===== src/cptd_defs.svh =====
`ifndef CPTD_DEFS_SVH
`define CPTD_DEFS_SVH
// Register word indices; the byte address is the index times four
`define CPTD_IDX_CTRL       4'h4
`define CPTD_IDX_VDP        4'h7
`define CPTD_IDX_STATUS     4'h8
`define CPTD_IDX_RESULT     4'h9
`define CPTD_ADDR_W         6
// Field positions
`define CPTD_BIT_FORCE      4
`define CPTD_BIT_DPLUS_SOURCE_CLEAR_BIT    4
`define CPTD_BIT_HOST_MODE  0
// Input current limit codes
`define CPTD_LIM_100        3'h0
`define CPTD_LIM_500        3'h1
`define CPTD_LIM_1500       3'h2
`define CPTD_LIM_EXT        3'h3
`define CPTD_LIM_HIZ        3'h4
// Safety timer codes
`define CPTD_TMR_NONE       2'h0
`define CPTD_TMR_45MIN      2'h1
`define CPTD_TMR_6HR        2'h2
// Timing counts in cycles
`define CPTD_DCD_TIMEOUT    32'd50000
`define CPTD_DWELL          32'd1000
`endif


===== src/cptd_pkg.sv =====
package cptd_pkg;
   typedef enum logic [2:0] {
      CPTD_PORT_NONE,
      CPTD_PORT_DCP,
      CPTD_PORT_CDP,
      CPTD_PORT_SDP,
      CPTD_PORT_NSA
   } cptd_port_t;

   // Analog comparator results from the D+/D- front end
   typedef struct packed {
      logic contact;
      logic primary_hi;
      logic secondary_hi;
      logic nsa_pass;
   } cptd_sense_t;

   // Line drive requests to the D+/D- front end
   typedef struct packed {
      logic dcd_en;
      logic pri_en;
      logic sec_en;
      logic nsa_en;
      logic dplus_src;
   } cptd_drive_t;

   typedef struct packed {
      logic       valid;
      logic [2:0] input_limit_resistor_pin;
      logic [1:0] tmr;
   } cptd_cfg_t;
endpackage


===== src/cptd_detector.sv =====
// Chosen here: the Avalon-MM register port and the register offsets.
`timescale 1ns/1ps
`include "cptd_defs.svh"
module cptd_detector #(
   parameter int DCD_TIMEOUT = `CPTD_DCD_TIMEOUT,
   parameter int DWELL       = `CPTD_DWELL
) (
   // Clock and reset
   input  wire logic                 ref_clk,
   input  wire logic                 reset,
   // Avalon-MM slave
   input  wire logic [5:0]           avs_address,
   input  wire logic                 avs_read,
   input  wire logic                 avs_write,
   input  wire logic [31:0]          avs_writedata,
   input  wire logic [3:0]           avs_byteenable,
   output logic      [31:0]          avs_readdata,
   output logic                      avs_waitrequest,
   // Pins and analog front end
   input  wire logic                 vbus_present,
   input  wire logic                 host_mode,
   input  wire logic                 battery_good,
   input  wire logic                 limit_select_pin_a,
   input  wire logic                 limit_select_pin_b,
   input  wire cptd_pkg::cptd_sense_t sense,
   output cptd_pkg::cptd_drive_t     drive,
   // Results
   output cptd_pkg::cptd_cfg_t       cfg,
   output cptd_pkg::cptd_port_t      port_type,
   output logic                      detect_done,
   output logic                      power_good_output_o,
   output logic                      power_good_output_oe_n
);
   // Seven states in three bits: the eighth code is illegal and recovers to idle
   typedef enum logic [2:0] {
      CPTD_IDLE,
      CPTD_DCD,
      CPTD_PRI,
      CPTD_SEC_CHG,
      CPTD_SEC_STD,
      CPTD_NSA,
      CPTD_CFG
   } cptd_state_t;

   // Synchronised pins
   logic       vbus_s, host_s, batt_s, pin_a_s, pin_b_s;
   logic [3:0] sense_s;
   cptd_sync #(.W(9)) u_sync (
      .ref_clk  (ref_clk),
      .reset    (reset),
      .async_in ({vbus_present, host_mode, battery_good, limit_select_pin_a,
                  limit_select_pin_b, sense}),
      .sync_out ({vbus_s, host_s, batt_s, pin_a_s, pin_b_s, sense_s})
   );
   cptd_pkg::cptd_sense_t sn;
   assign sn = cptd_pkg::cptd_sense_t'(sense_s);

   cptd_state_t          state_ff, nxt_state;
   logic [31:0]          dwell_ff;
   logic [31:0]          dcd_ff;
   logic                 vbus_d_ff;
   logic                 force_ff;
   logic                 run_host_ff;
   logic                 done_ff;
   logic                 dsrc_ff;
   logic [1:0]           pins_ff;
   logic                 pins_armed_ff;
   cptd_pkg::cptd_port_t port_ff, nxt_port;
   cptd_pkg::cptd_cfg_t  cfg_ff;
   logic                 rd_ready_ff;

   // Host-mode runs can only start through the force bit
   wire vbus_rise   = vbus_s & ~vbus_d_ff;
   wire start       = (vbus_rise & ~host_s) | force_ff;
   wire dwell_done  = (dwell_ff >= DWELL - 1);
   wire dcd_expired = (dcd_ff >= DCD_TIMEOUT - 1);

   // Bus decode
   wire        wr     = avs_write & avs_byteenable[0];
   wire [3:0]  idx    = avs_address[5:2];
   wire        wr_ctl = wr & (idx == `CPTD_IDX_CTRL) & avs_writedata[`CPTD_BIT_FORCE];
   wire        wr_clr = wr & (idx == `CPTD_IDX_VDP) & avs_writedata[`CPTD_BIT_DPLUS_SOURCE_CLEAR_BIT];

   // One wait state on reads so that read data stand when waitrequest drops;
   // writes take effect with no wait
   always_ff @(posedge ref_clk) begin
      if (reset)
         rd_ready_ff <= 1'b0;
      else
         rd_ready_ff <= avs_read & ~rd_ready_ff;
   end

   assign avs_waitrequest = avs_read & ~rd_ready_ff;

   // Force bit: one-shot request, cleared once the sequencer starts
   always_ff @(posedge ref_clk) begin
      if (reset)
         force_ff <= 1'b0;
      else if (wr_ctl)
         force_ff <= 1'b1;
      else if (state_ff == CPTD_DCD)
         force_ff <= 1'b0;
   end

   // Edge detect on synced VBUS; idles low like the pin, so no false edge after reset
   always_ff @(posedge ref_clk) begin
      if (reset)
         vbus_d_ff <= 1'b0;
      else
         vbus_d_ff <= vbus_s;
   end

   // Sequencer
   always_comb begin
      nxt_state = state_ff;
      nxt_port  = port_ff;
      unique case (state_ff)
         CPTD_IDLE: begin
            if (start)
               nxt_state = CPTD_DCD;
         end
         CPTD_DCD: begin
            if (dcd_expired)
               nxt_state = CPTD_NSA;
            else if (sn.contact && dwell_done)
               nxt_state = CPTD_PRI;
         end
         CPTD_PRI: begin
            if (dwell_done)
               nxt_state = sn.primary_hi ? CPTD_SEC_CHG : CPTD_SEC_STD;
         end
         CPTD_SEC_CHG: if (dwell_done) begin
            nxt_port  = sn.secondary_hi ? cptd_pkg::CPTD_PORT_DCP
                                        : cptd_pkg::CPTD_PORT_CDP;
            nxt_state = CPTD_CFG;
         end
         CPTD_SEC_STD: if (dwell_done) begin
            nxt_port  = sn.nsa_pass ? cptd_pkg::CPTD_PORT_NSA
                                    : cptd_pkg::CPTD_PORT_SDP;
            nxt_state = CPTD_CFG;
         end
         CPTD_NSA: if (dwell_done) begin
            if (sn.nsa_pass) begin
               nxt_port  = cptd_pkg::CPTD_PORT_NSA;
               nxt_state = CPTD_CFG;
            end else
               nxt_state = CPTD_PRI;
         end
         CPTD_CFG: nxt_state = CPTD_IDLE;
         default: begin
            nxt_state = CPTD_IDLE;
            nxt_port  = cptd_pkg::CPTD_PORT_NONE;
         end
      endcase
      if (start && state_ff != CPTD_IDLE && state_ff != CPTD_DCD)
         nxt_state = CPTD_DCD;
   end

   always_ff @(posedge ref_clk) begin
      if (reset)
         state_ff <= CPTD_IDLE;
      else
         state_ff <= nxt_state;
   end

   // Dwell restarts on every state change
   always_ff @(posedge ref_clk) begin
      if (reset || nxt_state != state_ff)
         dwell_ff <= '0;
      else if (!dwell_done)
         dwell_ff <= dwell_ff + 32'd1;
   end

   // Contact timer runs only inside contact detect
   always_ff @(posedge ref_clk) begin
      if (reset || state_ff != CPTD_DCD)
         dcd_ff <= '0;
      else if (!dcd_expired)
         dcd_ff <= dcd_ff + 32'd1;
   end

   // Result stays until the next start
   always_ff @(posedge ref_clk) begin
      if (reset) begin
         port_ff     <= cptd_pkg::CPTD_PORT_NONE;
         done_ff     <= 1'b0;
         run_host_ff <= 1'b0;
      end else if (start && state_ff == CPTD_IDLE) begin
         port_ff     <= cptd_pkg::CPTD_PORT_NONE;
         done_ff     <= 1'b0;
         run_host_ff <= host_s;
      end else begin
         port_ff <= nxt_port;
         if (state_ff == CPTD_CFG)
            done_ff <= 1'b1;
      end
   end

   // Configuration table; ACA behind OTG reads as non-standard, giving 500 mA
   function automatic cptd_pkg::cptd_cfg_t cfg_of(input cptd_pkg::cptd_port_t p,
                                                  input logic good);
      cfg_of.valid = 1'b1;
      unique case (p)
         cptd_pkg::CPTD_PORT_DCP: begin
            cfg_of.input_limit_resistor_pin = `CPTD_LIM_EXT;
            cfg_of.tmr  = `CPTD_TMR_6HR;
         end
         cptd_pkg::CPTD_PORT_NSA: begin
            cfg_of.input_limit_resistor_pin = `CPTD_LIM_500;
            cfg_of.tmr  = `CPTD_TMR_6HR;
         end
         cptd_pkg::CPTD_PORT_CDP: begin
            cfg_of.input_limit_resistor_pin = good ? `CPTD_LIM_1500 : `CPTD_LIM_100;
            cfg_of.tmr  = good ? `CPTD_TMR_6HR  : `CPTD_TMR_45MIN;
         end
         cptd_pkg::CPTD_PORT_SDP: begin
            cfg_of.input_limit_resistor_pin = good ? `CPTD_LIM_HIZ  : `CPTD_LIM_100;
            cfg_of.tmr  = good ? `CPTD_TMR_NONE : `CPTD_TMR_45MIN;
         end
         default: begin
            cfg_of.valid = 1'b0;
            cfg_of.input_limit_resistor_pin  = `CPTD_LIM_100;
            cfg_of.tmr   = `CPTD_TMR_NONE;
         end
      endcase
   endfunction

   // Limit pins: truth table by pin pair {b,a}
   function automatic logic [2:0] pin_lim(input logic [1:0] ba);
      unique case (ba)
         2'h0:    pin_lim = `CPTD_LIM_500;
         2'h1:    pin_lim = `CPTD_LIM_EXT;
         2'h2:    pin_lim = `CPTD_LIM_100;
         default: pin_lim = `CPTD_LIM_HIZ;
      endcase
   endfunction

   // Probes follow the next state so the front end settles during the dwell;
   // the standard branch arms the non-standard comparator to tell SDP from NSA
   function automatic cptd_pkg::cptd_drive_t probe_of(input cptd_state_t s,
                                                     input logic        src);
      probe_of.dcd_en    = (s == CPTD_DCD);
      probe_of.pri_en    = (s == CPTD_PRI);
      probe_of.sec_en    = (s == CPTD_SEC_CHG) || (s == CPTD_SEC_STD);
      probe_of.nsa_en    = (s == CPTD_NSA) || (s == CPTD_SEC_STD);
      probe_of.dplus_src = src;
   endfunction

   // Dead-battery provision only concerns the two downstream port kinds
   function automatic logic is_downstream(input cptd_pkg::cptd_port_t p);
      is_downstream = (p == cptd_pkg::CPTD_PORT_CDP) || (p == cptd_pkg::CPTD_PORT_SDP);
   endfunction

   // Pins are sampled every cycle; only a change after completion applies them
   always_ff @(posedge ref_clk) begin
      if (reset) begin
         pins_ff       <= 2'h0;
         pins_armed_ff <= 1'b0;
      end else begin
         pins_ff <= {pin_b_s, pin_a_s};
         if (!done_ff)
            pins_armed_ff <= 1'b0;
         else if (pins_ff != {pin_b_s, pin_a_s})
            pins_armed_ff <= 1'b1;
      end
   end

   // Applied configuration; host-mode runs leave it untouched
   always_ff @(posedge ref_clk) begin
      if (reset)
         cfg_ff <= '0;
      else if (state_ff == CPTD_CFG && !run_host_ff)
         cfg_ff <= cfg_of(nxt_port, batt_s);
      else if (done_ff && pins_armed_ff && !run_host_ff)
         cfg_ff <= '{valid: 1'b1, input_limit_resistor_pin: pin_lim(pins_ff), tmr: cfg_ff.tmr};
   end

   // D+ source during dead-battery wakeup, cleared by software
   always_ff @(posedge ref_clk) begin
      if (reset)
         dsrc_ff <= 1'b0;
      else if (wr_clr)
         dsrc_ff <= 1'b0;
      else if (state_ff == CPTD_CFG && !batt_s && is_downstream(nxt_port))
         dsrc_ff <= 1'b1;
      else if (start)
         dsrc_ff <= 1'b0;
   end

   always_ff @(posedge ref_clk) begin
      if (reset) begin
         drive <= '0;
      end else begin
         drive <= probe_of(nxt_state, dsrc_ff);
      end
   end

   // Read path: loaded in the wait cycle, held through the accepting edge
   always_ff @(posedge ref_clk) begin
      if (reset)
         avs_readdata <= '0;
      else if (avs_read && !rd_ready_ff) begin
         unique case (idx)
            `CPTD_IDX_STATUS: avs_readdata <= {26'h0, dsrc_ff, done_ff, state_ff,
                                               host_s};
            `CPTD_IDX_RESULT: avs_readdata <= {24'h0, cfg_ff.valid, cfg_ff.tmr,
                                               cfg_ff.input_limit_resistor_pin, 2'h0} | {29'h0, port_ff};
            `CPTD_IDX_CTRL:   avs_readdata <= {27'h0, force_ff, 4'h0};
            default:          avs_readdata <= 32'h0;
         endcase
      end
   end

   assign cfg                    = cfg_ff;
   assign port_type              = port_ff;
   assign detect_done            = done_ff;
   // Open drain, active low power good; released (Hi-Z) until done
   assign power_good_output_o    = 1'b0;
   assign power_good_output_oe_n = ~(done_ff & vbus_s);
endmodule


===== src/cptd_sync.sv =====
`timescale 1ns/1ps
module cptd_sync #(
   parameter int W = 1
) (
   // Clock and reset
   input  wire logic         ref_clk,
   input  wire logic         reset,
   // Data
   input  wire logic [W-1:0] async_in,
   output logic      [W-1:0] sync_out
);
   logic [W-1:0] stage1_ff;
   logic [W-1:0] stage2_ff;

   always_ff @(posedge ref_clk) begin
      if (reset) begin
         stage1_ff <= '0;
         stage2_ff <= '0;
      end else begin
         stage1_ff <= async_in;
         stage2_ff <= stage1_ff;
      end
   end

   assign sync_out = stage2_ff;
endmodule


===== config.mk =====
export PLATFORM = sky130hd
export DESIGN_NAME = cptd_detector
export DESIGN_NICKNAME = d
export VERILOG_FILES = /design/src/cptd_pkg.sv /design/src/cptd_detector.sv /design/src/cptd_sync.sv
export VERILOG_INCLUDE_DIRS = /design/src /design/src/src
export SDC_FILE = /design/constraint.sdc
export NUM_CORES = 1
export LEC_CHECK = 0
export ABC_AREA = 1
export BUFFER_PORTS_ARGS = -buffer_cell sky130_fd_sc_hd__buf_2
export CAP_MARGIN = 30
export CORE_MARGIN = 3
export CORE_UTILIZATION = 55
export CTS_CLUSTER_DIAMETER = 30
export CTS_CLUSTER_SIZE = 25
export DETAILED_ROUTE_END_ITERATION = 8
export PLACE_DENSITY = 0.84
export SKIP_CTS_REPAIR_TIMING = 1
export SLEW_MARGIN = 20
export SYNTH_ARGS = -nofsm -noshare
export SYNTH_HDL_FRONTEND = slang
export SYNTH_SLANG_ARGS = --single-unit

===== constraint.sdc =====
create_clock -name ref_clk -period 2.5 [get_ports ref_clk]
set_input_delay 0.5 -clock ref_clk [delete_from_list [all_inputs] [get_ports ref_clk]]
set_output_delay 0.5 -clock ref_clk [all_outputs]
set_load 0.01 [all_outputs]

# [Word level (Yosys, flattened, before mapping)]
# Cells that the tools add are included.
[word_totals] inputBits=55 register_bits=140 elab_cells=128
[classes] reduce_logical=30 n_lt_le_gt_ge=2 eq_ne=24 bitwise_logic=16 addsub=2 muxes=31
[op_table] op="32-bit by 1-bit adder with 32-bit output (second input constant)" n=2
[op_table] op="3-bit 2-to-1 mux" n=15
[op_table] op="32-bit by 10-bit >= comparator with 1-bit output (second input constant)" n=1
[op_table] op="32-bit by 16-bit >= comparator with 1-bit output (second input constant)" n=1
[op_table] op="8-bit one-hot mux with 3 select lines" n=1
[op_table] op="5-bit one-hot mux with 4 select lines" n=1
[op_table] op="3-bit by 2-bit equality test with 1-bit output (second input constant)" n=6
[op_table] op="3-bit equality test (second input constant)" n=6
[op_table] op="3-bit one-hot mux with 5 select lines" n=1
[op_table] op="6-bit 2-to-1 mux" n=2
[op_table] op="3-bit one-hot mux with 4 select lines" n=1
[op_table] op="1-bit logical AND" n=10
[op_table] op="1-bit AND" n=9
[op_table] op="3-bit by 1-bit equality test with 1-bit output (second input constant)" n=3
[op_table] op="3-bit one-hot mux with 3 select lines" n=1
[op_table] op="4-bit by 3-bit equality test with 1-bit output (second input constant)" n=2
[op_table] op="4-bit equality test (second input constant)" n=2
[op_table] op="8-bit by 3-bit OR with 8-bit output" n=1
[op_table] op="2-bit OR reduction" n=4
[op_table] op="4-bit OR reduction" n=2
[op_table] op="1-bit 2-to-1 mux" n=6
[op_table] op="2-bit 2-to-1 mux" n=3
[op_table] op="2-bit nonzero test" n=3
[op_table] op="1-bit logical OR" n=5
[op_table] op="other kinds (11)" n=17

# [Longest topological paths before layout]
# Gate-level depths: netlist of the first run.
[depth] ltp_word=9 depth_mapped=17 depth_no_buf=16

# [By module]
# From an unflattened synthesis of the first run, not the netlist that was laid out.
[hier_totals] cells_unflattened=687 area_unflattened_um2=5039.8
[modules_own_cells] mod="cptd_detector" seq_area_each_um2=1961.9 area_per_inst_um2=4518.1 cells_each=631 instances=1
[modules_own_cells] mod="cptd_sync" seq_area_each_um2=360.3 area_per_inst_um2=521.8 cells_each=56 instances=1

# [Least setup slack after synthesis of the first run]
# Ideal clock, no wire load.
[synth_path] path_kind="flip-flop to flip-flop" from="register dwell_ff[0]" to="register dwell_ff[1]" path_buffers=2 arrival_ps=1937 setup_slack_ps=443 setup_time_ps=121 required_ps=2379 synth_period_minus_slack_ps=2057 path_stages_with_launch=16 cell_sequence="dfxtp_1 > ha_1 > nand2_1 > nand2_1 > nand2_1 > nand4_4 > buf_6 > o21ai_2 > nand2_2 > nor2_4 > nand2_1 > nand2_1 > nand2_2 > nand3_4 > buf_12 > nor2_4"
[synth_between] elab_chain_len=8 elab_cells_between_ends=12 cone_classes="add/sub: 1; order compare: 1; eq/ne: 1; mux: 7; reduce/logical: 2"
[synth_lines] item="start, declared" line="cptd_detector.sv:59" text="logic [31:0] dwell_ff;"
[synth_lines] item="start signal, assigned" line="cptd_detector.sv:171" text="dwell_ff <= dwell_ff + 32'd1;"
[synth_lines] item="32-bit by 10-bit >= comparator with 1-bit output" line="cptd_detector.sv:75" text="wire dwell_done = (dwell_ff >= DWELL - 1);"
[synth_lines] item="1-bit logical AND" line="cptd_detector.sv:125" text="else if (sn.contact && dwell_done)"
[synth_lines] item="3-bit 2-to-1 mux" line="cptd_detector.sv:125"
[synth_lines] item="3-bit 2-to-1 mux" line="cptd_detector.sv:123" text="if (dcd_expired)"
[synth_lines] item="3-bit one-hot mux with 5 select lines" line="cptd_detector.sv:117" text="unique case (state_ff)"
[synth_lines] item="3-bit 2-to-1 mux" line="cptd_detector.sv:155" text="if (start && state_ff != CPTD_IDLE && state_ff != CPTD_DCD)"
[synth_lines] item="3-bit inequality test" line="cptd_detector.sv:168" text="if (reset || nxt_state != state_ff)"
[synth_lines] item="1-bit logical OR" line="cptd_detector.sv:168"
# Several ways; a longest one is shown, not always the timed one.
# A chain may end at the register's enable or synchronous reset.

# [Worst setup path after layout of the first run]
[layout_path] from="register dcd_ff[0]" to="register dwell_ff[5]"
[layout_between] elab_chain_len=6
[layout_lines] item="start, declared" line="cptd_detector.sv:60" text="logic [31:0] dcd_ff;"
[layout_lines] item="start signal, assigned" line="cptd_detector.sv:179" text="dcd_ff <= dcd_ff + 32'd1;"
[layout_lines] item="32-bit by 16-bit >= comparator with 1-bit output" line="cptd_detector.sv:76" text="wire dcd_expired = (dcd_ff >= DCD_TIMEOUT - 1);"
[layout_lines] item="3-bit 2-to-1 mux" line="cptd_detector.sv:123"
[layout_lines] item="3-bit one-hot mux with 5 select lines" line="cptd_detector.sv:117"
[layout_lines] item="3-bit 2-to-1 mux" line="cptd_detector.sv:155"
[layout_lines] item="3-bit inequality test" line="cptd_detector.sv:168"
[layout_lines] item="1-bit logical OR" line="cptd_detector.sv:168"
# No other way between the ends.

==> results.txt, run 1 <==
The clock reaches the later pin of the worst-skew pair after 0.52 ns. The logs give 105 for the I/O pin count and 793 for the count of nets after finishing. The logs give 21.1% for the overall routing resource usage and 0 for the number of failing hold endpoints at the final stage. Detailed-route wire length per cell: 12.7 microns.

The critical path data arrival time is 2.80 ns. The flow ran to the end, and the final reports show no timing, DRC or antenna violations. The maximum clock skew at final layout was 0.00617 ns. Yosys mapped a number of flops with a built-in enable equal to 0. The number of buffers between clock root and the deepest sink was 2; the post-placement worst setup slack was 0.127 ns.

The tools report the cell chosen for the clock root as clkbuf_8. The fraction of registers with async set or reset after synthesis was 0%. The fraction of the cycle the final worst path needs was 93.6%; the clock-pin transition on the worst setup and hold timing paths was 0.06 ns. For the number of nets with antenna violations after routing, the log shows 0. The horizontal extent of the die came out at 103 microns.

After synthesis, the largest area contributor takes up 44.7% of total cell area. Global routing finished with a remaining overflow of 0. Count of final setup violators: 0.

TritonCTS built the clock tree. Row generation in the floorplan step produced 34 rows. For this block, the via count after detailed routing is 4270. After synthesis, the cell types taking the most area are dfxtp_1, nand2_1, inv_1, nor2_4, nor2_1. Power comes to 4.42 mW. After detailed routing, the number of remaining DRC violations is 0. The worst hold path was traced through 3 stages. The die covers 10600 sq um.

For the max-capacitance violation count, the log shows 0. In this run, the number of DRC markers left after iteration 0 of detailed routing was 273. Based on the critical path, the design can be clocked at up to 427 MHz. The wire-length estimate of the detail-placed layout is 7.09 mm. The via count of the first global-routing pass was 4042. The final worst slack is 0.161 ns, and the portion of the post-synthesis area used by sequential elements is 44.7%.

By startpoint and endpoint, the worst setup path is classified as flop to flop. The final layout contains routed wiring with a total length of 10.9 mm. The area growth from synthesis to layout is 17.0%. Measured in cells, the most critical reg-to-reg path has a length of 17. After layout, the minimum clock period comes to 2.34 ns. Counting every sink on the clock net gives 116. The tools report the number of different library cells in the post-synthesis netlist as 42.

The tools report the type of origin of the critical path as a flop. In the final timing run, aggregate negative setup slack is 0 ns. For this run, the leading register cell type out of synthesis is dfxtp_1. The worst setup path is captured at a flop. The maximum net fanout on the critical path was 9; the total count of max-transition violations in the final report was 0. The logs give 0.668 mV for the maximum ir drop on the vdd rail and 0 for the antenna diode instance count.

After synthesis, the mean cell area works out to 7.68 sq um. Summing every instance area after synthesis gives 5190 sq um. The floorplan step set the die height to 103 microns. The required time of the critical path was 2.96 ns.

Before antenna repair, the detailed router went through 5 iterations. The initial utilization of the core area, before any placement, comes to 58.1%. The number of buffers created by CTS is 17, and the global placer's final weighted congestion is 0.890.

The region available for standard cell placement spans 8930 sq um. CTS built an H-tree with a depth of 4. The layout cell share with drive strength beyond 1 is 19.9%. The cell taking the most area after synthesis is dfxtp_1.

In this run, synthesis produced a sequential element count of 116. The first-pass GRT wire length is 17.7 mm, and the number of I/O port buffers is 43. The worst hold slack was 0.180 ns.

The number of antenna violations at the first check in global routing was 0; the number of vias per cell after detailed routing was 4.98. In this run the worst hold path is classified as input pin to flop. The yosys synthesis warning count came out at 0. For the gate count of the mapped netlist, the log shows 676. In this run the power density over the cells is 728 nW/um^2.

The total leakage power was 2.61 nW; the maximum number of pins on one net before global-route repair was 35.
==> cell families after synthesis <==
group                      share of synthesized area, %
muxes                                             0.193
xor gates and xnor gates                           1.35
buffers and inverters                              14.7
other                                            0.0722
AOI/OAI and AO/OA                                  7.30
and+or+nand+nor                                    31.2
adders and majority gates                         0.482
DFF                                                44.7
==> path summary, 6_finish.rpt <==
path	startpoint	endpoint	slack, ns
max	dcd_ff[0]	dwell_ff[5]	0.16
min	limit_select_pin_b	u_sync.stage1_ff[4]	0.18
max reg2reg	dcd_ff[0]	dwell_ff[5]	0.16
min reg2reg	u_sync.stage1_ff[1]	u_sync.sync_out[1]	0.40
==> layout by cell type, fill, tap and decap left out, types with 3 or more instances in the layout <==
cell          n
nor2_4       32
buf_4         6
nand4_1       6
nand2_1     120
clkinv_4      4
o21ai_0      19
nor3_1       16
xor2_1        7
clkbuf_16    18
buf_2        43
nand2_2       3
nor2_2        9
nor2_1       87
inv_2         7
dfxtp_1     116
o31ai_1       3
a21oi_1      34
conb_1       25
inv_1       118
clkinvlp_4    4
nand3_1      31
clkinv_2      3
==> cell type report <==
cell class                      count  area, sq um
Clock buffer                       17          414
Clock inverter                     15          158
Fill cell                         680         2860
Inverter                          126          473
Multi-Input combinational cell    422         2220
Sequential cell                   116         2320
Tap cell                          108          135
Timing Repair Buffer               53          353
==> stage by stage <==
step | util, % | cells | instance area, sq um
2_1_floorplan | - | 700 | 5280
3_3_place_gp | 60.3 | 818 | 5390
3_5_place_dp | 60.3 | 818 | 5390
4_1_cts | 66.7 | 850 | 5960
5_1_grt | 68.0 | 857 | 6080
6_report | 68.0 | 857 | 6080
==> per-layer routing <==
| layer | part of all wire [%] | vias up | track usage [%] |
|---|---|---|---|
| met4 | 2.0 | 0 | 8.67 |
| li1 | - | 2153 | - |
| met5 | 0 | - | 0 |
| met1 | 41 | 1943 | 25.1 |
| met3 | 5.9 | 26 | 7.24 |
| met2 | 51 | 148 | 35.0 |
==> synthesized netlist by cell type, types with 3 or more instances <==
cell type,n
buf_12,3
a21oi_1,34
buf_4,25
nor2_1,87
inv_1,118
nor3_1,16
nand3_1,31
nand2_1,121
nor2_4,32
nor2_2,9
nand4_1,6
inv_2,7
dfxtp_1,116
o21ai_0,19
xor2_1,7
clkbuf_1,6
o31ai_1,3
==> sequential cells by signal, indices dropped and copies added (netlist names), 2 cells and up <==
register	cells
state_ff	3
u_sync.sync_out	9
pins_ff	2
dcd_ff	32
u_sync.stage1_ff	9
cfg	6
drive	5
port_type	3
dwell_ff	32
avs_readdata	8
==> worst max-delay path: stages, from the launching register on <==
cell and delay [ns]:
dfxtp_1 0.32, ha_1 0.24, nand3_2 0.11, nand2_1 0.06, nand2_1 0.06, nand2_1 0.05, nand3_1 0.10, nand3_4 0.14
nand2_1 0.10, nand2_1 0.07, nor2_2 0.19, inv_2 0.05, nand2_1 0.09, nand3_1 0.08, nand2_1 0.13, nand3_4 0.16
clkbuf_16 0.23, nor2_4 0.08
==> power by group <==
| part | total (mW) | internal (mW) | switching [mW] |
|---|---|---|---|
| combinational | 0.225 | 0.0763 | 0.148 |
| sequential | 1.89 | 1.88 | 0.0152 |
| clock | 2.31 | 1.42 | 0.888 |
Power figures use the tool's default switching activity.
==> inputs of run 2 (changes only) <==
--- a/config.mk
+++ b/config.mk
@@ -9,12 +9,12 @@
 export ABC_AREA = 1
 export BUFFER_PORTS_ARGS = -buffer_cell sky130_fd_sc_hd__buf_2
 export CAP_MARGIN = 30
-export CORE_MARGIN = 3
+export CORE_MARGIN = 5
 export CORE_UTILIZATION = 55
 export CTS_CLUSTER_DIAMETER = 30
 export CTS_CLUSTER_SIZE = 25
 export DETAILED_ROUTE_END_ITERATION = 8
-export PLACE_DENSITY = 0.84
+export PLACE_DENSITY = 0.88
 export SKIP_CTS_REPAIR_TIMING = 1
 export SLEW_MARGIN = 20
 export SYNTH_ARGS = -nofsm -noshare
==> run 2 against run 1 <==
First-iteration DRC count shrank 15%. Combinational power shrank 6%. Total power grew 3.9%. Cell count grew 2.1%.
==> results.txt, run 2 (synthesis gave the netlist of run 1 again) <==
The tools report the switching power as 1.01 mW (-4.1%). The starting DRC count in detailed routing was 233 (-15%). The signal on the critical path passes through ha_1, nand2_1, nand2_1, nand2_2, nand4_4, nand2_1, nor2_1, nand2_1, o21ai_2, nand2_1, nand2_1, nand2_1, nand3_4, buf_12, nor2_4. The most numerous cell type found on the critical path is nand2_1.

The overall via count from detail_route is 4208 (-1.5%), and the instance count on the critical path is 15 (-2). The max-capacitance violation count is 0 (unchanged), and the minimum clock period is 2.30 ns (-0.0395 ns). The worst setup path is launched from a flop.

The run gives 66.0% (-2.1 points) as the share of the core filled with cells in the final layout. The slowest stage of the critical path belongs to the cell dfxtp_1. The logs give 0.905 (+1.6%) for the global placer's final weighted congestion and 10.5 mm (-3.2%) for the total routed wirelength. For the critical path data arrival time, the log shows 2.71 ns (-0.09 ns). The horizontal extent of the die came out at 107 microns (+3.9%).

The sum of buffers and inverters on the critical path works out to 1 (-1). The run finished with clean final reports. The clock-pin transition on the worst setup and hold timing paths is 0.06 ns (about the same), and the count of nets after finishing is 790 (-0.38%). Setup repair after global routing left no endpoint under its margin. The tree is rooted in a clkbuf_8. The effective utilization at floorplan was 56.2% (-1.9 points); the combinational fraction of design power was 4.6% (-0.5 points). The number of buffers created by CTS was 17 (unchanged).

The final design area excluding fillers is 6100 sq um (+0.31%), and the clock network power share is 54.2% (+2.0 points). The number of cells on the worst reg-to-reg path is 15 (-2). Grouping stages by cell kind, the critical path spends the most delay in simple AND/OR/NAND/NOR gates. The logs give 2.91 ns (-0.05 ns) for the required time of the critical path and 35 (+2.9%) for the number of standard-cell rows in the floorplan. The total count of max-transition violations in the final report came out at 0 (unchanged). Detailed-route wire length per cell: 12.0 microns (-5.2%). The largest incremental delay on the critical path works out to 0.37 ns (+0.05 ns).

For the remaining global-route overflow, the log shows 0 (unchanged). The top cell types in the final layout, fill and taps aside, are nand2_1, inv_1, dfxtp_1. The logs give 105 (unchanged) for the I/O pin count and 0 (unchanged) for the count of final setup violators.

The logs give 18.8% (-2.3 points) for the overall routing resource usage and 11500 sq um (+7.9%) for the die area. The via count of the first global-routing pass is 4012 (-0.74%), and the number of vias per cell after detailed routing is 4.81 (-3.5%). The final total power is 4.59 mW (+3.9%).

The number of remaining DRC errors is 0 (unchanged), and the fraction of the cycle the final worst path needs is 92.0% (-1.6 points). The number of H-tree branching levels is 4 (unchanged), and the switching portion of total power is 21.9% (-1.8 points). The logs give 0 (unchanged) for the antenna diode instance count and 2.61 nW (about the same) for the total leakage power. The vertical die dimension is 107 microns (+3.9%). The run gives 0 (unchanged) as the number of nets with antenna violations after routing. The run gives 0.183 ns (+0.00388 ns) as the worst hold slack.

The largest registers in the layout are dcd_ff (32), dwell_ff (32). The setup path with the least slack is of type flop to flop. The cell area power density works out to 754 nW/um^2 (+3.5%). Leaving out fill and tap cells, the most frequent cell in the layout is nand2_1. Maximum ir drop on the vdd rail: 0.486 mV (-27%). The final setup TNS was 0 ns (unchanged); the maximum net fanout on the critical path was 15 (+6). The core region area was 9240 sq um (+3.4%). The number of buffers between clock root and the deepest sink is 2 (unchanged), and the number of clock sinks is 116 (unchanged). The number of antenna violations at the first check in global routing is 0 (unchanged), and the depth of the worst hold-timing path is 3 (unchanged). The maximum number of pins on one net before global-route repair came out at 29 (-17%). Post-placement cell area: 5430 sq um (+0.86%). TritonCTS built the clock tree.

The min-delay analysis places its worst path in the category input pin to flop. The run gives 7.01 mm (-1.1%) as the half-perimeter wire length of the detailed placement result. The number of I/O port buffers is 43 (unchanged). The internal power consumption came out at 3.59 mW (+6.3%). For the count of fill cells added during filler insertion, the log shows 699 (+2.8%). The tools report the top achievable clock speed as 435 MHz (+1.7%). STA classifies the critical path endpoint as a flop. The power share of the sequential group came out at 41.2% (-1.6 points). The layout cell share with drive strength beyond 1 is 19.6% (-0.32 points), and the first-pass GRT wire length is 17.3 mm (-2.2%). The logs give 0.52 ns (about the same) for the clock network latency to the later pin of the worst-skew pair and 5 (unchanged) for the detailed-router iteration count before antenna repair.

The layout overhead on the synthesized area works out to 17.4%. The tools report the maximum clock skew at final layout as 0.00887 ns (+0.00270 ns). The number of failing hold endpoints at the final stage is 0 (unchanged).
run 2: power groups by stage:
| stage | Combinational [mW] | Sequential [mW] | Clock [mW] |
|---|---|---|---|
| floorplan | 0.193 | 1.93 | 0 |
| global placement | 0.196 | 1.93 | 0 |
| detailed placement | 0.202 | 1.93 | 0 |
| CTS | 0.203 | 1.89 | 2.51 |
| global route | 0.236 | 1.89 | 2.60 |
| finish | 0.212 | 1.89 | 2.49 |
run 2: path summary, 6_finish.rpt:
kind | from | to | slack (ns)
setup reg to reg | dwell_ff[0] | dwell_ff[24] | 0.20
hold reg to reg | u_sync.stage1_ff[7] | u_sync.sync_out[7] | 0.40
hold / removal | limit_select_pin_a | u_sync.stage1_ff[5] | 0.18
setup / recovery | dwell_ff[0] | dwell_ff[24] | 0.20
run 2: worst reg2reg max path: stages (launching register included):
cell and delay, ns:
dfxtp_1 0.37, ha_1 0.19, nand2_1 0.09, nand2_1 0.09, nand2_2 0.10, nand4_4 0.16
nand2_1 0.10, nor2_1 0.17, nand2_1 0.10, o21ai_2 0.10, nand2_1 0.14, nand2_1 0.08
nand2_1 0.08, nand3_4 0.14, buf_12 0.23, nor2_4 0.04
run 2: through the flow:
step | worst slack (ns) | std cells
finish | 0.200 | 875
global route | 0.0451 | 875
CTS | 0.145 | 872
detailed placement | 0.214 | 840
global placement | 0.245 | 840
floorplan | 0.443 | 700
run 2: area by class of cell:
| cell class | count | area, sq um | share of cell area [%] |
|---|---|---|---|
| sequential | 116 | 2320 | 38.1 |
| multi-input combinational | 422 | 2220 | 36.4 |
| inverter | 126 | 473 | 7.76 |
| clock buffer | 19 | 432 | 7.08 |
| timing repair buffer | 50 | 310 | 5.09 |
| clock inverter | 13 | 181 | 2.98 |
| tap | 129 | 161 | 2.65 |
run 2: per-layer routing:
layer	GRT usage (%)	vias up	wire (microns)
met5	0	-	0
met4	7.95	0	219
met3	5.30	30	694
met2	32.1	141	5140
met1	22.1	1903	4450
li1	-	2134	-
==> inputs of run 3 (changes only) <==
==> constraint.sdc (replaced) <==
create_clock -name ref_clk -period 2.5 [get_ports ref_clk]
set_input_delay 0.125 -clock ref_clk [delete_from_list [all_inputs] [get_ports ref_clk]]
set_output_delay 0.125 -clock ref_clk [all_outputs]
set_load 0.01 [all_outputs]
==> run 3 against run 2 <==
Routed wire length shrank 2.1%. Sequential power barely moved. Via count is 0.12% higher. Worst setup slack lost 0.049 ns. Die area did not move. Count of clock-buffer cells in the layout shrank 2. Cell area is 2.1% higher. Cell count increased by 1.8%. Worst hold slack worse by 0.17 ns. Combinational power grew 6%. Critical path depth unchanged. Clock skew shrank 0.00078 ns.
==> results.txt, run 3 (synthesis gave the netlist of run 1 again) <==
The flow ran to the end, and the final reports show no timing, DRC or antenna violations. The commonest non-fill, non-tap cell in the layout is nand2_1. The layout cell share with drive strength beyond 1 is 19.7% (+0.11 points), and the via count of the first global-routing pass is 4051 (+0.97%). The cell with the largest stage delay on the worst path was dfxtp_1.

The tools report the number of H-tree branching levels as 4 (unchanged). The depth of the worst hold-timing path works out to 4 (+1). The reg-to-reg critical path endpoint is dwell_ff[25]. Kind of critical path: flop to flop.

The top achievable clock speed is 426 MHz (-2.1%), and the critical path data arrival time is 2.76 ns (+0.05 ns). The first-pass GRT wire length is 17.3 mm (+0.32%). In this run the worst hold path is classified as input pin to flop. Broken down by cell family, the worst path's largest delay share belongs to simple AND/OR/NAND/NOR gates.

The antenna diode instance count came out at 0 (unchanged). The final worst slack was 0.151 ns (-0.0487 ns). The highest routing layer actually used was met4.

The sequential standard cell area was 2320 sq um (unchanged); the detailed-router iteration count before antenna repair was 5 (unchanged). The total leakage power came out at 2.66 nW (+1.9%). Type of destination of the critical path: a flop. The core region area was 9240 sq um (unchanged). TritonCTS built the clock tree. The run gives 0 (unchanged) as the remaining global-route overflow.

The logs give 0.896 (-0.97%) for the global placer's final weighted congestion and 6.97 mm (-0.63%) for the half-perimeter wire length of the detailed placement result. The register-to-register setup slack is 0.15 ns (-0.05 ns), and the required time of the critical path is 2.91 ns (about the same). The number of buffers created by CTS was 17 (unchanged).

In the layout the commonest cells are nand2_1, inv_1, dfxtp_1. The number of standard-cell rows in the floorplan is 35 (unchanged). The largest incremental delay on the critical path came out at 0.37 ns (about the same). The tools report the area used by multi-input combinational logic as 2220 sq um (unchanged). The detailed-route wire length per cell was 11.5 microns (-3.8%).

The internal power consumption is 3.48 mW (-3.0%), and the number of clock sinks is 116 (unchanged). The tools report the total count of max-transition violations in the final report as 0 (unchanged). The logs give 177 (-24%) for the starting DRC count in detailed routing and 0 (unchanged) for the max-capacitance violation count. Launch instance of the worst register-to-register path: dwell_ff[0]. In this run the clock root is driven by a clkbuf_8. The number of cells in the finished layout apart from fillers is 891 (+1.8%), and the horizontal extent of the die is 107 microns (unchanged). The die area is 11500 sq um (unchanged). The count of nets after finishing is 806 (+2.0%). The layout overhead on the synthesized area came out at 19.9%. The number of I/O port buffers works out to 43 (unchanged). The effective utilization at floorplan came out at 56.2% (unchanged). The sum of buffers and inverters on the critical path was 1 (unchanged). The total instance count after detailed placement is 841 (+0.12%). The number of failing hold endpoints at the final stage is 0 (unchanged), and the clock-pin transition on the worst setup and hold timing paths is 0.06 ns (about the same). Vertical die dimension: 107 microns (unchanged).

Switching power: 1.04 mW (+3.1%). The number of vias per cell after detailed routing was 4.73 (-1.7%); the combinational fraction of design power was 5.0% (+0.4 points). The minimum clock period was 2.35 ns (+0.0487 ns); the post-placement worst setup slack was 0.168 ns (-0.0461 ns). Number of cells on the worst reg-to-reg path: 15 (unchanged). Maximum number of pins on one net before global-route repair: 29 (unchanged). The power share of the sequential group is 41.9% (+0.7 points).

The largest registers in the layout are dcd_ff (32), dwell_ff (32). The overall via count from detail_route came out at 4213 (+0.12%). Count of final setup violators: 0 (unchanged).

The tools report the I/O pin count as 105 (unchanged). The critical path goes through ha_1, nand2_1, nand2_1, nand2_1, nand4_4, nand2_1, nor2_1, nand2_1, o21ai_2, nand2_2, nand2_1, nand2_1, nand3_4, buf_12, nor2_4. The met2 wire length was 5.07 mm (-1.3%); the final total power was 4.52 mW (-1.7%). For the met1 wire length, the log shows 4.42 mm (-0.83%). The most numerous cell type found on the critical path is nand2_1. The tools report the worst hold slack as 0.0102 ns (-0.173 ns).

The run gives 580 microns (-16%) as the detailed route wirelength on metal3. The tools report the clock network power share as 53.2% (-1.0 points). Type of origin of the critical path: a flop. Cell area power density: 725 nW/um^2 (-3.7%). For the maximum clock skew at final layout, the log shows 0.00809 ns (-0.000778 ns). Switching portion of total power: 23.0% (+1.1 points). For the number of nets with antenna violations after routing, the log shows 0 (unchanged).

The overall routing resource usage is 18.7% (-0.11 points). The fraction of the cycle the final worst path needs works out to 93.9% (+1.9 points). The number of antenna violations at the first check in global routing was 0 (unchanged); the maximum ir drop on the vdd rail was 0.533 mV (+9.7%). The total routed wirelength was 10.3 mm (-2.1%). In this run the most critical hold path is launched from avs_address[4].

The endpoint of the worst hold-timing path is dsrc_ff. The maximum net fanout on the critical path was 11 (-4). The logs give 0.52 ns (about the same) for the clock network latency to the later pin of the worst-skew pair and 67.4% (+1.4 points) for the share of the core filled with cells in the final layout. The logs give 711 (+1.7%) for the count of fill cells added during filler insertion and 2 (unchanged) for the number of buffers between clock root and the deepest sink. The run gives 0 (unchanged) as the number of remaining DRC errors.
-- run 3: cell count changes in the layout (fill, tap and decap cells not counted), sizes merged, moves of 2 or more --
cell and change:
clkinvlp +3, inv +2, dlygate4sd3 +13, clkinv -2, clkbuf -3, buf +4
-- run 3: routing by layer --
metal	track usage, %	vias up
met4	8.22	0
met1	22.0	1895
li1	-	2169
met3	5.66	25
met5	0	-
met2	31.4	124
-- run 3: power by group through the flow --
stage / Sequential (mW) / Clock (mW) / Combinational, mW
finish: 1.89 / 2.40 / 0.225
global route: 1.89 / 2.52 / 0.248
CTS: 1.89 / 2.43 / 0.207
detailed placement: 1.93 / 0 / 0.206
global placement: 1.93 / 0 / 0.204
floorplan: 1.93 / 0 / 0.193
-- run 3: stage by stage --
stage	setup TNS (ns)	instance area, sq um
after global routing	-0.243	6230
after global placement	0	5450
final	0	6230
after CTS	0	6050
after detailed placement	0	5450
after floorplan	0	5280
-- run 3: tightest hold or removal path, stage by stage --
cell and delay, ns:
buf_2 0.11, nand3_1 0.08, o31ai_1 0.07, a21oi_1 0.10
-- run 3: layout make-up --
type / count / area share, %
multi-input combinational: 422 / 35.6
inverter: 126 / 7.60
timing repair buffer: 66 / 7.36
clock buffer: 17 / 6.65
clock inverter: 15 / 2.91
tap: 129 / 2.59
sequential: 116 / 37.3
-- run 3: worst max path at each step --
stage | startpoint | to | slack (ns) | depth (start not counted)
after floorplan | dwell_ff[0] | dwell_ff[1] | 0.44 | 15
after global placement | dwell_ff[0] | dwell_ff[0] | 0.23 | 15
after detailed placement | dwell_ff[0] | dwell_ff[15] | 0.17 | 15
after CTS | dwell_ff[0] | dwell_ff[25] | 0.12 | 14
after global routing | dwell_ff[0] | cfg[2] | -0.03 | 14
final | dwell_ff[0] | dwell_ff[25] | 0.15 | 15
